`src/hw/fp_status_defines.vh`:
```
// Constants of the floating-point control word and operand encodings
`ifndef FP_STATUS_DEFINES_VH
`define FP_STATUS_DEFINES_VH
// Control word field positions
`define RND_LO 0
`define RND_HI 1
`define FLAG_LO 2
`define FLAG_HI 6
`define ENA_LO 7
`define ENA_HI 11
`define CAUSE_LO 12
`define CAUSE_HI 17
`define CAUSE_UNIMP 17
`define FS_BIT 24
`define CC0_BIT 23
`define CC_HI_LO 25
`define CC_HI_HI 31
// Bit index inside the five-bit exception groups
`define EXC_INEXACT 0
`define EXC_UNDERFLOW 1
`define EXC_OVERFLOW 2
`define EXC_DIVZERO 3
`define EXC_INVALID 4
// Rounding selections
`define ROUND_NEAREST_EVEN 2'h0
`define ROUND_TOWARD_ZERO 2'h1
`define ROUND_TOWARD_PLUS_INF 2'h2
`define ROUND_TOWARD_MINUS_INF 2'h3
// Control word reset value
`define CTRL_RESET 32'h00000000
// Single format layout
`define SGL_EXP_W 8
`define SGL_FRAC_W 23
`define SGL_BIAS 127
`define SGL_EMAX 127
`define SGL_EMIN (-126)
// Double format layout
`define DBL_EXP_W 11
`define DBL_FRAC_W 52
`define DBL_BIAS 1023
`define DBL_EMAX 1023
`define DBL_EMIN (-1022)
// Operand class codes
`define CLS_ZERO 3'h0
`define CLS_DENORM 3'h1
`define CLS_NORMAL 3'h2
`define CLS_INF 3'h3
`define CLS_SNAN 3'h4
`define CLS_QNAN 3'h5
`endif

```
`src/hw/fp_operand_classify.v`:
```
// Operand class decoder for single, double and fixed-point values
`timescale 1ns/1ps
`default_nettype none
`include "fp_status_defines.vh"
module fp_operand_classify (
    // Operand
    input wire [63:0] OPERAND,
    input wire IS_DOUBLE,
    input wire IS_FIXED,
    input wire FIXED_LONG,
    // Results
    output wire [2:0] CLASS_CODE,
    output wire SIGN,
    output wire signed [12:0] UNBIASED_EXP
);
    // Single fields
    wire [`SGL_EXP_W-1:0] s_exp = OPERAND[30:23];
    wire [`SGL_FRAC_W-1:0] s_frac = OPERAND[`SGL_FRAC_W-1:0];
    // Double fields
    wire [`DBL_EXP_W-1:0] d_exp = OPERAND[62:52];
    wire [`DBL_FRAC_W-1:0] d_frac = OPERAND[`DBL_FRAC_W-1:0];
    // Selected fields
    wire exp_all_one = IS_DOUBLE ? (&d_exp) : (&s_exp);
    wire exp_all_zero = IS_DOUBLE ? ~(|d_exp) : ~(|s_exp);
    wire frac_nz = IS_DOUBLE ? (|d_frac) : (|s_frac);
    wire frac_msb = IS_DOUBLE ? d_frac[`DBL_FRAC_W-1] : s_frac[`SGL_FRAC_W-1];
    // Fixed-point: signed two's complement only
    wire fix_sign = FIXED_LONG ? OPERAND[63] : OPERAND[31];
    wire fix_zero = FIXED_LONG ? ~(|OPERAND) : ~(|OPERAND[31:0]);
    // Class selection
    reg [2:0] cls;
    always @* begin
        if (IS_FIXED) begin
            cls = fix_zero ? `CLS_ZERO : `CLS_NORMAL;
        end else if (exp_all_one) begin
            cls = frac_nz ? (frac_msb ? `CLS_SNAN : `CLS_QNAN) : `CLS_INF;
        end else if (exp_all_zero) begin
            cls = frac_nz ? `CLS_DENORM : `CLS_ZERO;
        end else begin
            cls = `CLS_NORMAL;
        end
    end
    assign CLASS_CODE = cls;
    assign SIGN = IS_FIXED ? fix_sign : (IS_DOUBLE ? OPERAND[63] : OPERAND[31]);
    assign UNBIASED_EXP = IS_DOUBLE ?
        ($signed({2'h0, d_exp}) - 13'sd`DBL_BIAS) :
        ($signed({5'h00, s_exp}) - 13'sd`SGL_BIAS);
endmodule // fp_operand_classify
`default_nettype wire

```
`src/hw/fp_status_exception_logic.v`:
```
// Exception status and rounding control of the floating-point unit
//
// Notes on behaviour
// - Six cause bits show last operation.
// - Several exceptions set several cause bits.
// - Arithmetic rewrites cause; control writes load it when no op completes.
// - Unimplemented bit only when emulation needed.
// - Trap suppresses result; only cause changes.
// - Cause and enable both set traps.
// - Unimplemented cause always traps.
// - Untrapped ops store default result.
// - Flags sticky, set on untrapped exceptions.
// - Only control writes clear flags.
// - Trapped ops leave flags alone.
// - Two-bit rounding field, four modes.
// - Nearest mode ties go to even.
// - Single format eight-bit exponent, bias 127.
// - Double format eleven-bit exponent, bias 1023.
// - Exponent extremes mean NaN/inf/denormal/zero.
// - NaN with fraction MSB set signals.
// - Fixed point is signed two's complement.
// - Control read waits for pipeline drain.
`timescale 1ns/1ps
`default_nettype none
`include "fp_status_defines.vh"
module fp_status_exception_logic #(
    parameter PIPE_DEPTH_W = 4
) (
    // Clock and reset
    input wire CLK,
    input wire NRST,
    // Operation completion from the arithmetic datapath
    input wire OP_DONE,
    input wire [5:0] OP_CAUSE,
    input wire OP_COMPARE,
    input wire [7:0] OP_COND,
    // Pipeline occupancy
    input wire [PIPE_DEPTH_W-1:0] OPS_IN_FLIGHT,
    // Control word moves from the integer pipeline
    input wire CTRL_WRITE,
    input wire [31:0] CTRL_WDATA,
    input wire CTRL_READ_REQ,
    output wire CTRL_READ_ACK,
    output wire [31:0] CTRL_RDATA,
    // Result handling
    input wire [63:0] DEFAULT_RESULT,
    output wire RESULT_WRITE,
    output wire [63:0] RESULT_DATA,
    output wire FP_EXCEPTION,
    // Rounding and format control
    output wire [1:0] ROUNDING_SELECT,
    output wire FLUSH_DENORM,
    // Operand classify port
    input wire [63:0] CLASS_OPERAND,
    input wire CLASS_IS_DOUBLE,
    input wire CLASS_IS_FIXED,
    input wire CLASS_FIXED_LONG,
    output wire [2:0] CLASS_CODE,
    output wire CLASS_SIGN,
    output wire signed [12:0] CLASS_EXP,
    // Rounding increment helper for the selected mode
    input wire ROUND_SIGN,
    input wire ROUND_LSB,
    input wire ROUND_GUARD,
    input wire ROUND_STICKY,
    output wire ROUND_INCREMENT
);
    // Control word fields
    reg [1:0] rounding_select_ff;
    reg [4:0] flag_ff;
    reg [4:0] enable_ff;
    reg [5:0] cause_ff;
    reg cc0_ff;
    reg [6:0] cc_hi_ff;
    reg flush_ff;
    // Result path registers
    reg result_write_ff;
    reg [63:0] result_data_ff;
    reg [31:0] rdata_ff;
    // Next values
    reg [1:0] nxt_rounding_select;
    reg [4:0] nxt_flag;
    reg [4:0] nxt_enable;
    reg [5:0] nxt_cause;
    reg nxt_cc0;
    reg [6:0] nxt_cc_hi;
    reg nxt_flush;
    reg nxt_result_write;
    // Trap decision for a given cause and enable set
    function trap_of;
        input [5:0] cause;
        input [4:0] enable;
        begin
            trap_of = cause[5] | (|(cause[4:0] & enable));
        end
    endfunction
    // Assemble the control word
    function [31:0] pack_word;
        input [6:0] cc_hi;
        input fs;
        input cc0;
        input [5:0] cause;
        input [4:0] enable;
        input [4:0] flag;
        input [1:0] rnd;
        begin
            pack_word = {cc_hi, fs, cc0, 5'h00, cause, enable, flag, rnd};
        end
    endfunction
    // Trap from an operation that completes this cycle
    wire op_trap = OP_DONE & trap_of(OP_CAUSE, enable_ff);
    // Standing trap from the stored word
    wire held_trap = trap_of(cause_ff, enable_ff);
    // Pipeline idle means reads may answer
    wire pipe_idle = (OPS_IN_FLIGHT == {PIPE_DEPTH_W{1'b0}}) & ~OP_DONE;
    // Next-state of the control word
    always @* begin
        nxt_rounding_select = rounding_select_ff;
        nxt_flag = flag_ff;
        nxt_enable = enable_ff;
        nxt_cause = cause_ff;
        nxt_cc0 = cc0_ff;
        nxt_cc_hi = cc_hi_ff;
        nxt_flush = flush_ff;
        nxt_result_write = 1'b0;
        if (OP_DONE) begin
            nxt_cause = OP_CAUSE;
            if (op_trap) begin
                nxt_result_write = 1'b0;
            end else begin
                nxt_result_write = 1'b1;
                nxt_flag = flag_ff | OP_CAUSE[4:0];
                // Compare results update condition bits
                if (OP_COMPARE) begin
                    nxt_cc0 = OP_COND[0];
                    nxt_cc_hi = OP_COND[7:1];
                end
            end
        end else if (CTRL_WRITE) begin
            nxt_rounding_select = CTRL_WDATA[`RND_HI:`RND_LO];
            nxt_flag = CTRL_WDATA[`FLAG_HI:`FLAG_LO];
            nxt_enable = CTRL_WDATA[`ENA_HI:`ENA_LO];
            nxt_cause = CTRL_WDATA[`CAUSE_HI:`CAUSE_LO];
            nxt_cc0 = CTRL_WDATA[`CC0_BIT];
            nxt_cc_hi = CTRL_WDATA[`CC_HI_HI:`CC_HI_LO];
            nxt_flush = CTRL_WDATA[`FS_BIT];
        end
    end
    // Control word registers
    always @(posedge CLK or negedge NRST) begin
        if (!NRST) begin
            rounding_select_ff <= `ROUND_NEAREST_EVEN;
            flag_ff <= 5'h00;
            enable_ff <= 5'h00;
            cause_ff <= 6'h00;
            cc0_ff <= 1'b0;
            cc_hi_ff <= 7'h00;
            flush_ff <= 1'b0;
            result_write_ff <= 1'b0;
        end else begin
            rounding_select_ff <= nxt_rounding_select;
            flag_ff <= nxt_flag;
            enable_ff <= nxt_enable;
            cause_ff <= nxt_cause;
            cc0_ff <= nxt_cc0;
            cc_hi_ff <= nxt_cc_hi;
            flush_ff <= nxt_flush;
            result_write_ff <= nxt_result_write;
        end
    end
    // Result data register, loaded only for untrapped operations
    always @(posedge CLK or negedge NRST) begin
        if (!NRST) begin
            result_data_ff <= 64'h0000000000000000;
        end else if (nxt_result_write) begin
            result_data_ff <= DEFAULT_RESULT;
        end
    end
    // Read data register, sampled from the control word every cycle
    always @(posedge CLK or negedge NRST) begin
        if (!NRST) begin
            rdata_ff <= `CTRL_RESET;
        end else begin
            rdata_ff <= pack_word(cc_hi_ff, flush_ff, cc0_ff, cause_ff, enable_ff,
                                  flag_ff, rounding_select_ff);
        end
    end
    // Read answer: held off while work is in flight or a trap stands
    // drain before read
    assign CTRL_READ_ACK = CTRL_READ_REQ & pipe_idle & ~held_trap & ~CTRL_WRITE;
    assign CTRL_RDATA = rdata_ff;
    // Exception output: immediate on a trapping op, held while word traps
    // immediate exception
    assign FP_EXCEPTION = op_trap | held_trap;
    assign RESULT_WRITE = result_write_ff;
    assign RESULT_DATA = result_data_ff;
    assign ROUNDING_SELECT = rounding_select_ff;
    assign FLUSH_DENORM = flush_ff;
    // Rounding increment decision for the datapath
    reg round_inc;
    always @* begin
        case (rounding_select_ff)
            `ROUND_NEAREST_EVEN: round_inc = ROUND_GUARD & (ROUND_STICKY | ROUND_LSB);
            `ROUND_TOWARD_ZERO: round_inc = 1'b0;
            `ROUND_TOWARD_PLUS_INF: round_inc = ~ROUND_SIGN & (ROUND_GUARD | ROUND_STICKY);
            `ROUND_TOWARD_MINUS_INF: round_inc = ROUND_SIGN & (ROUND_GUARD | ROUND_STICKY);
            default: round_inc = 1'b0;
        endcase
    end
    assign ROUND_INCREMENT = round_inc;
    // Operand classification
    // format decode
    fp_operand_classify u_classify (
        .OPERAND(CLASS_OPERAND),
        .IS_DOUBLE(CLASS_IS_DOUBLE),
        .IS_FIXED(CLASS_IS_FIXED),
        .FIXED_LONG(CLASS_FIXED_LONG),
        .CLASS_CODE(CLASS_CODE),
        .SIGN(CLASS_SIGN),
        .UNBIASED_EXP(CLASS_EXP)
    );
endmodule // fp_status_exception_logic
`default_nettype wire

```
`config.mk`:
```
export PLATFORM = sky130hd
export DESIGN_NAME = fp_status_exception_logic
export DESIGN_NICKNAME = d
export VERILOG_FILES = /design/src/hw/fp_operand_classify.v /design/src/hw/fp_status_exception_logic.v
export VERILOG_INCLUDE_DIRS = /design/src /design/src/hw
export SDC_FILE = /design/constraint.sdc
export NUM_CORES = 1
export LEC_CHECK = 0
export BUFFER_PORTS_ARGS = -buffer_cell sky130_fd_sc_hd__buf_4
export CORE_AREA = 2 2 119 121
export CTS_BUF_LIST = sky130_fd_sc_hd__clkbuf_4 sky130_fd_sc_hd__clkbuf_8 sky130_fd_sc_hd__clkbuf_16
export DETAILED_ROUTE_END_ITERATION = 12
export DIE_AREA = 0 0 121 123
export GPL_TIMING_DRIVEN = 0
export PLACE_DENSITY = 0.73
export SYNTH_ARGS = -nofsm -noshare
export SYNTH_HDL_FRONTEND = slang
export SYNTH_HIERARCHICAL = 1
export SYNTH_SLANG_ARGS = --single-unit
```
`constraint.sdc`:
```
create_clock -name CLK -period 3.1 [get_ports CLK]
set_input_delay 0.31 -clock CLK [delete_from_list [all_inputs] [get_ports CLK]]
set_output_delay 0.31 -clock CLK [all_outputs]
set_load 0.005 [all_outputs]
```
==> impl_results.md <==
- Fmax achieved: 0.458 GHz
- Critical-path maximum fanout: 4
- Initial Utilization: 38.6%
- ANT nets after route: 0
- Crit-path slowest cell: or4_1
- WS Path Type: in2out
- Vias in the first global route: 4395
- Most area-consuming cells after synthesis: dfrtp_1 (57%), mux2_1 (15%), mux2_2 (2.8%)
- GRT Total Usage: 19.8%
- Cell area after synthesis: 5260 sq um
- Req. time, crit path: 2.79 ns
- Net switching power: approximately 1.4 mW
- H-tree depth: 4
- Setup crit end kind: output port
- Final Hold Viols: 0
- Cells after Synth: 390
- Run status: finished, final reports clean
- Die Wd: 121 um
- Synth Flop Type: dfrtp_1
- EDFF count, synth: 0
- Sequential share of power: roughly 41%
- Synth Area per Inst: between 10 and 15 sq um
- Number of I/O port buffers: 298
- DR pass1 iterations: 4
- Number of warnings issued by yosys: 6
- Share of layout cells above drive strength 1: between 50% and 60%
- Final period util: 70.5%
- DRT Wirelength: approximately 15000 um
- Final net count: 908
- Number of diodes: 0
- Worst slew margin: 49.3%
- Area Growth Syn to Fin: 58.2%
- Top cell type's share of synthesized area: between 50% and 60%
- Final Wtd Congestion: 0.851
- Largest stage delay on the critical path: 0.50 ns
- Critical path startpoint category: input pin
- Asr flop ratio synth: 100%
- Final Slew Violations: 0
- Post-synthesis register bit count: 119
- I/O Pins: 311
- Min-Delay Path Class: in2reg
- # setup viols final: 0
- Sum of buffers and inverters on the critical path: 3
- CP most frequent cell: buf_4
- Clk_lat worst skew: 0.41 ns
- WP data arrival: 1.88 ns
- Clock slew at reported path FFs: around 0.050 ns
- Layout Skew: 0.0121 ns
- Setup TNS: 0 ns
- Clk root buf: clkbuf_16
- DPL Wire Length: 12100 um
- P_int: 4.14 mW
- Routed vias/inst: 4.80
- Max Cap Violations: 0
- Synth unique cells: 48
- RSZ-0062 raised after global routing: no
- Post-CTS setup buffer count: 0
- Crit path cell chain: buf_4 > inv_1 > ha_1 > nor4b_2 > nand3_1 > or4_1 > a31oi_1 > o31ai_1 > buf_4
- Tot Pwr: 5.51 mW
- Vias: 4321
- Worst IR Drop VDD: 0.467 mV
- First-pass GRT wire length: 22500 um
- CTS tree: yes
- Power Density: around 660 nW/um^2
- Per-cell routed wire length: approximately 17 um
- Fin crit period: 2.19 ns
- Largest net degree at the start of global routing: 62
- Worst path top cell family by delay: simple AND/OR/NAND/NOR gates
- Tightest Pin Transition: about 0.76 ns
- Leading area contributor after synthesis: dfrtp_1
- Sw frac: between 20% and 30%
- Row cnt: 43
- Combinational share of power: a little over a quarter
- Lkg Pwr: a little over 4 nW
- CORE AREA: 13600 sq um
- Num CTS Buffers: 17
- Initial antenna violation count: 0
- Clock share of power: 32.5%
- Height of the die: 123 um
- Clock Tree Buf Depth: 2
- Initial DRC count: 157
- GRT overflow: 0
- Clock sinks: 119
- DRC: 0
- Seq/Total Area, Yosys: 56.7%
- Die ar.: 14900 sq um
## state kept, by name (all words and copies together) (netlist names)
signal           cells
FLUSH_DENORM         1
enable_ff            5
cc_hi_ff             7
CTRL_RDATA          27
RESULT_WRITE         1
RESULT_DATA         64
ROUNDING_SELECT      2
cc0_ff               1
flag_ff              5
cause_ff             6
## final cells by class
class	count	area, sq um
Tap cell	180	225
Buffer	23	198
Fill cell	1118	5300
Inverter	6	22.5
Clock buffer	23	495
Clock inverter	4	47.5
Sequential cell	119	2980
Multi-Input combinational cell	246	2070
Timing Repair Buffer	300	2270
## worst paths after layout
check	endpoint	startpoint	depth (start not counted)	slack, ns
setup / recovery	CLASS_CODE[1]	CLASS_OPERAND[52]	9	0.91
hold / removal	RESULT_DATA[29]$_DFFE_PN0P_	DEFAULT_RESULT[29]	2	0.12
setup reg to reg	RESULT_DATA[44]$_DFFE_PN0P_	enable_ff[1]$_DFFE_PN0P_	5	1.29
hold reg to reg	CTRL_RDATA[3]$_DFF_PN0_	flag_ff[1]$_DFFE_PN0P_	0	0.37
max in group asynchronous	RESULT_DATA[23]$_DFFE_PN0P_	NRST	3	1.82
min in group asynchronous	CTRL_RDATA[24]$_DFF_PN0_	NRST	2	0.52
## stage by stage
step | util [%] | instance area [sq um] | instances | worst slack [ns] | hold slack, ns
after floorplan | - | 5270 | 394 | 1.32 | 0.0144
after global placement | 56.8 | 7730 | 872 | 0.906 | 0.356
after detailed placement | 57.0 | 7760 | 873 | 0.916 | 0.355
after CTS | 61.1 | 8310 | 901 | 0.903 | 0.104
after global routing | 61.1 | 8310 | 901 | 0.779 | 0.102
final | 61.1 | 8310 | 901 | 0.914 | 0.116
## placed cells by master (no fill, tap or decap), drive strengths merged, types with 6 or more instances in the layout
| master | synthesis | routed |
|---|---|---|
| buf | 20 | 319 |
| dfrtp | 119 | 119 |
| mux2 | 90 | 90 |
| clkbuf | 3 | 26 |
| nand2 | 17 | 17 |
| o21ai | 17 | 17 |
| nand3 | 11 | 11 |
| nor4 | 11 | 11 |
| nor2 | 10 | 10 |
| xor2 | 10 | 10 |
| mux2i | 8 | 8 |
| inv | 6 | 6 |
| a21oi | 6 | 6 |
| nor3 | 6 | 6 |
## logic make-up (layout without fill, tap and decap cells)
group,count (synthesis),in the layout,synth area share [%]
adder cells (fa/ha/maj),4,4,0.952
other,1,5,0.0714
AO/OA/AOI/OAI,42,42,5.29
AND/OR/NAND/NOR,82,82,8.95
buffers and inverters,29,356,4.19
XOR/XNOR,15,15,2.50
flip-flops,119,119,56.7
multiplexers,98,98,21.4
## timing repair
| action | CTS | global route |
|---|---|---|
| gates resized for setup | 0 | 0 |
| hold endpoints to repair | 8 | 0 |
| setup endpoints to repair | 0 | 0 |
| hold buffers | 1 | 0 |
## power by group through the flow
stage	Clock [mW]	Sequential, mW	Combinational, mW
4_1_cts	1.83	2.24	1.51
3_5_place_dp	0	2.26	1.50
5_1_grt	1.90	2.29	1.60
2_1_floorplan	0	2.26	0.429
6_report	1.79	2.24	1.48
3_3_place_gp	0	2.23	1.47
## cells in the mapped netlist, types with 2 or more instances
cell	instances
dfrtp_1	119
mux2_1	69
nand2_1	17
o21ai_0	16
mux2_2	13
buf_6	11
nand3_1	11
nor2_1	10
nor4_1	10
xor2_1	10
mux2_4	8
mux2i_1	8
buf_4	7
a21oi_1	6
inv_1	6
a221o_1	5
nand4_1	5
nor3_1	5
xnor2_1	5
a22oi_1	4
and2b_1	4
ha_1	4
nor2b_1	4
and3_1	3
clkbuf_1	3
and4_1	2
buf_2	2
o31ai_1	2
or4_1	2
## worst reg2reg max path, cell delays in order (launching register included)
cell,delay [ns]
dfrtp_1,0.41
a22oi_1,0.32
and4_1,0.27
buf_6,0.16
buf_6,0.17
mux2_1,0.34
## layer usage
| metal | up-vias | GRT usage [%] | wire [um] |
|---|---|---|---|
| li1 | 2040 | - | - |
| met1 | 2061 | 23.4 | 5830 |
| met2 | 193 | 33.7 | 7680 |
| met3 | 27 | 6.23 | 1220 |
| met4 | 0 | 7.85 | 372 |
| met5 | - | 0 | 0 |
(Power assumes the default switching activity.)
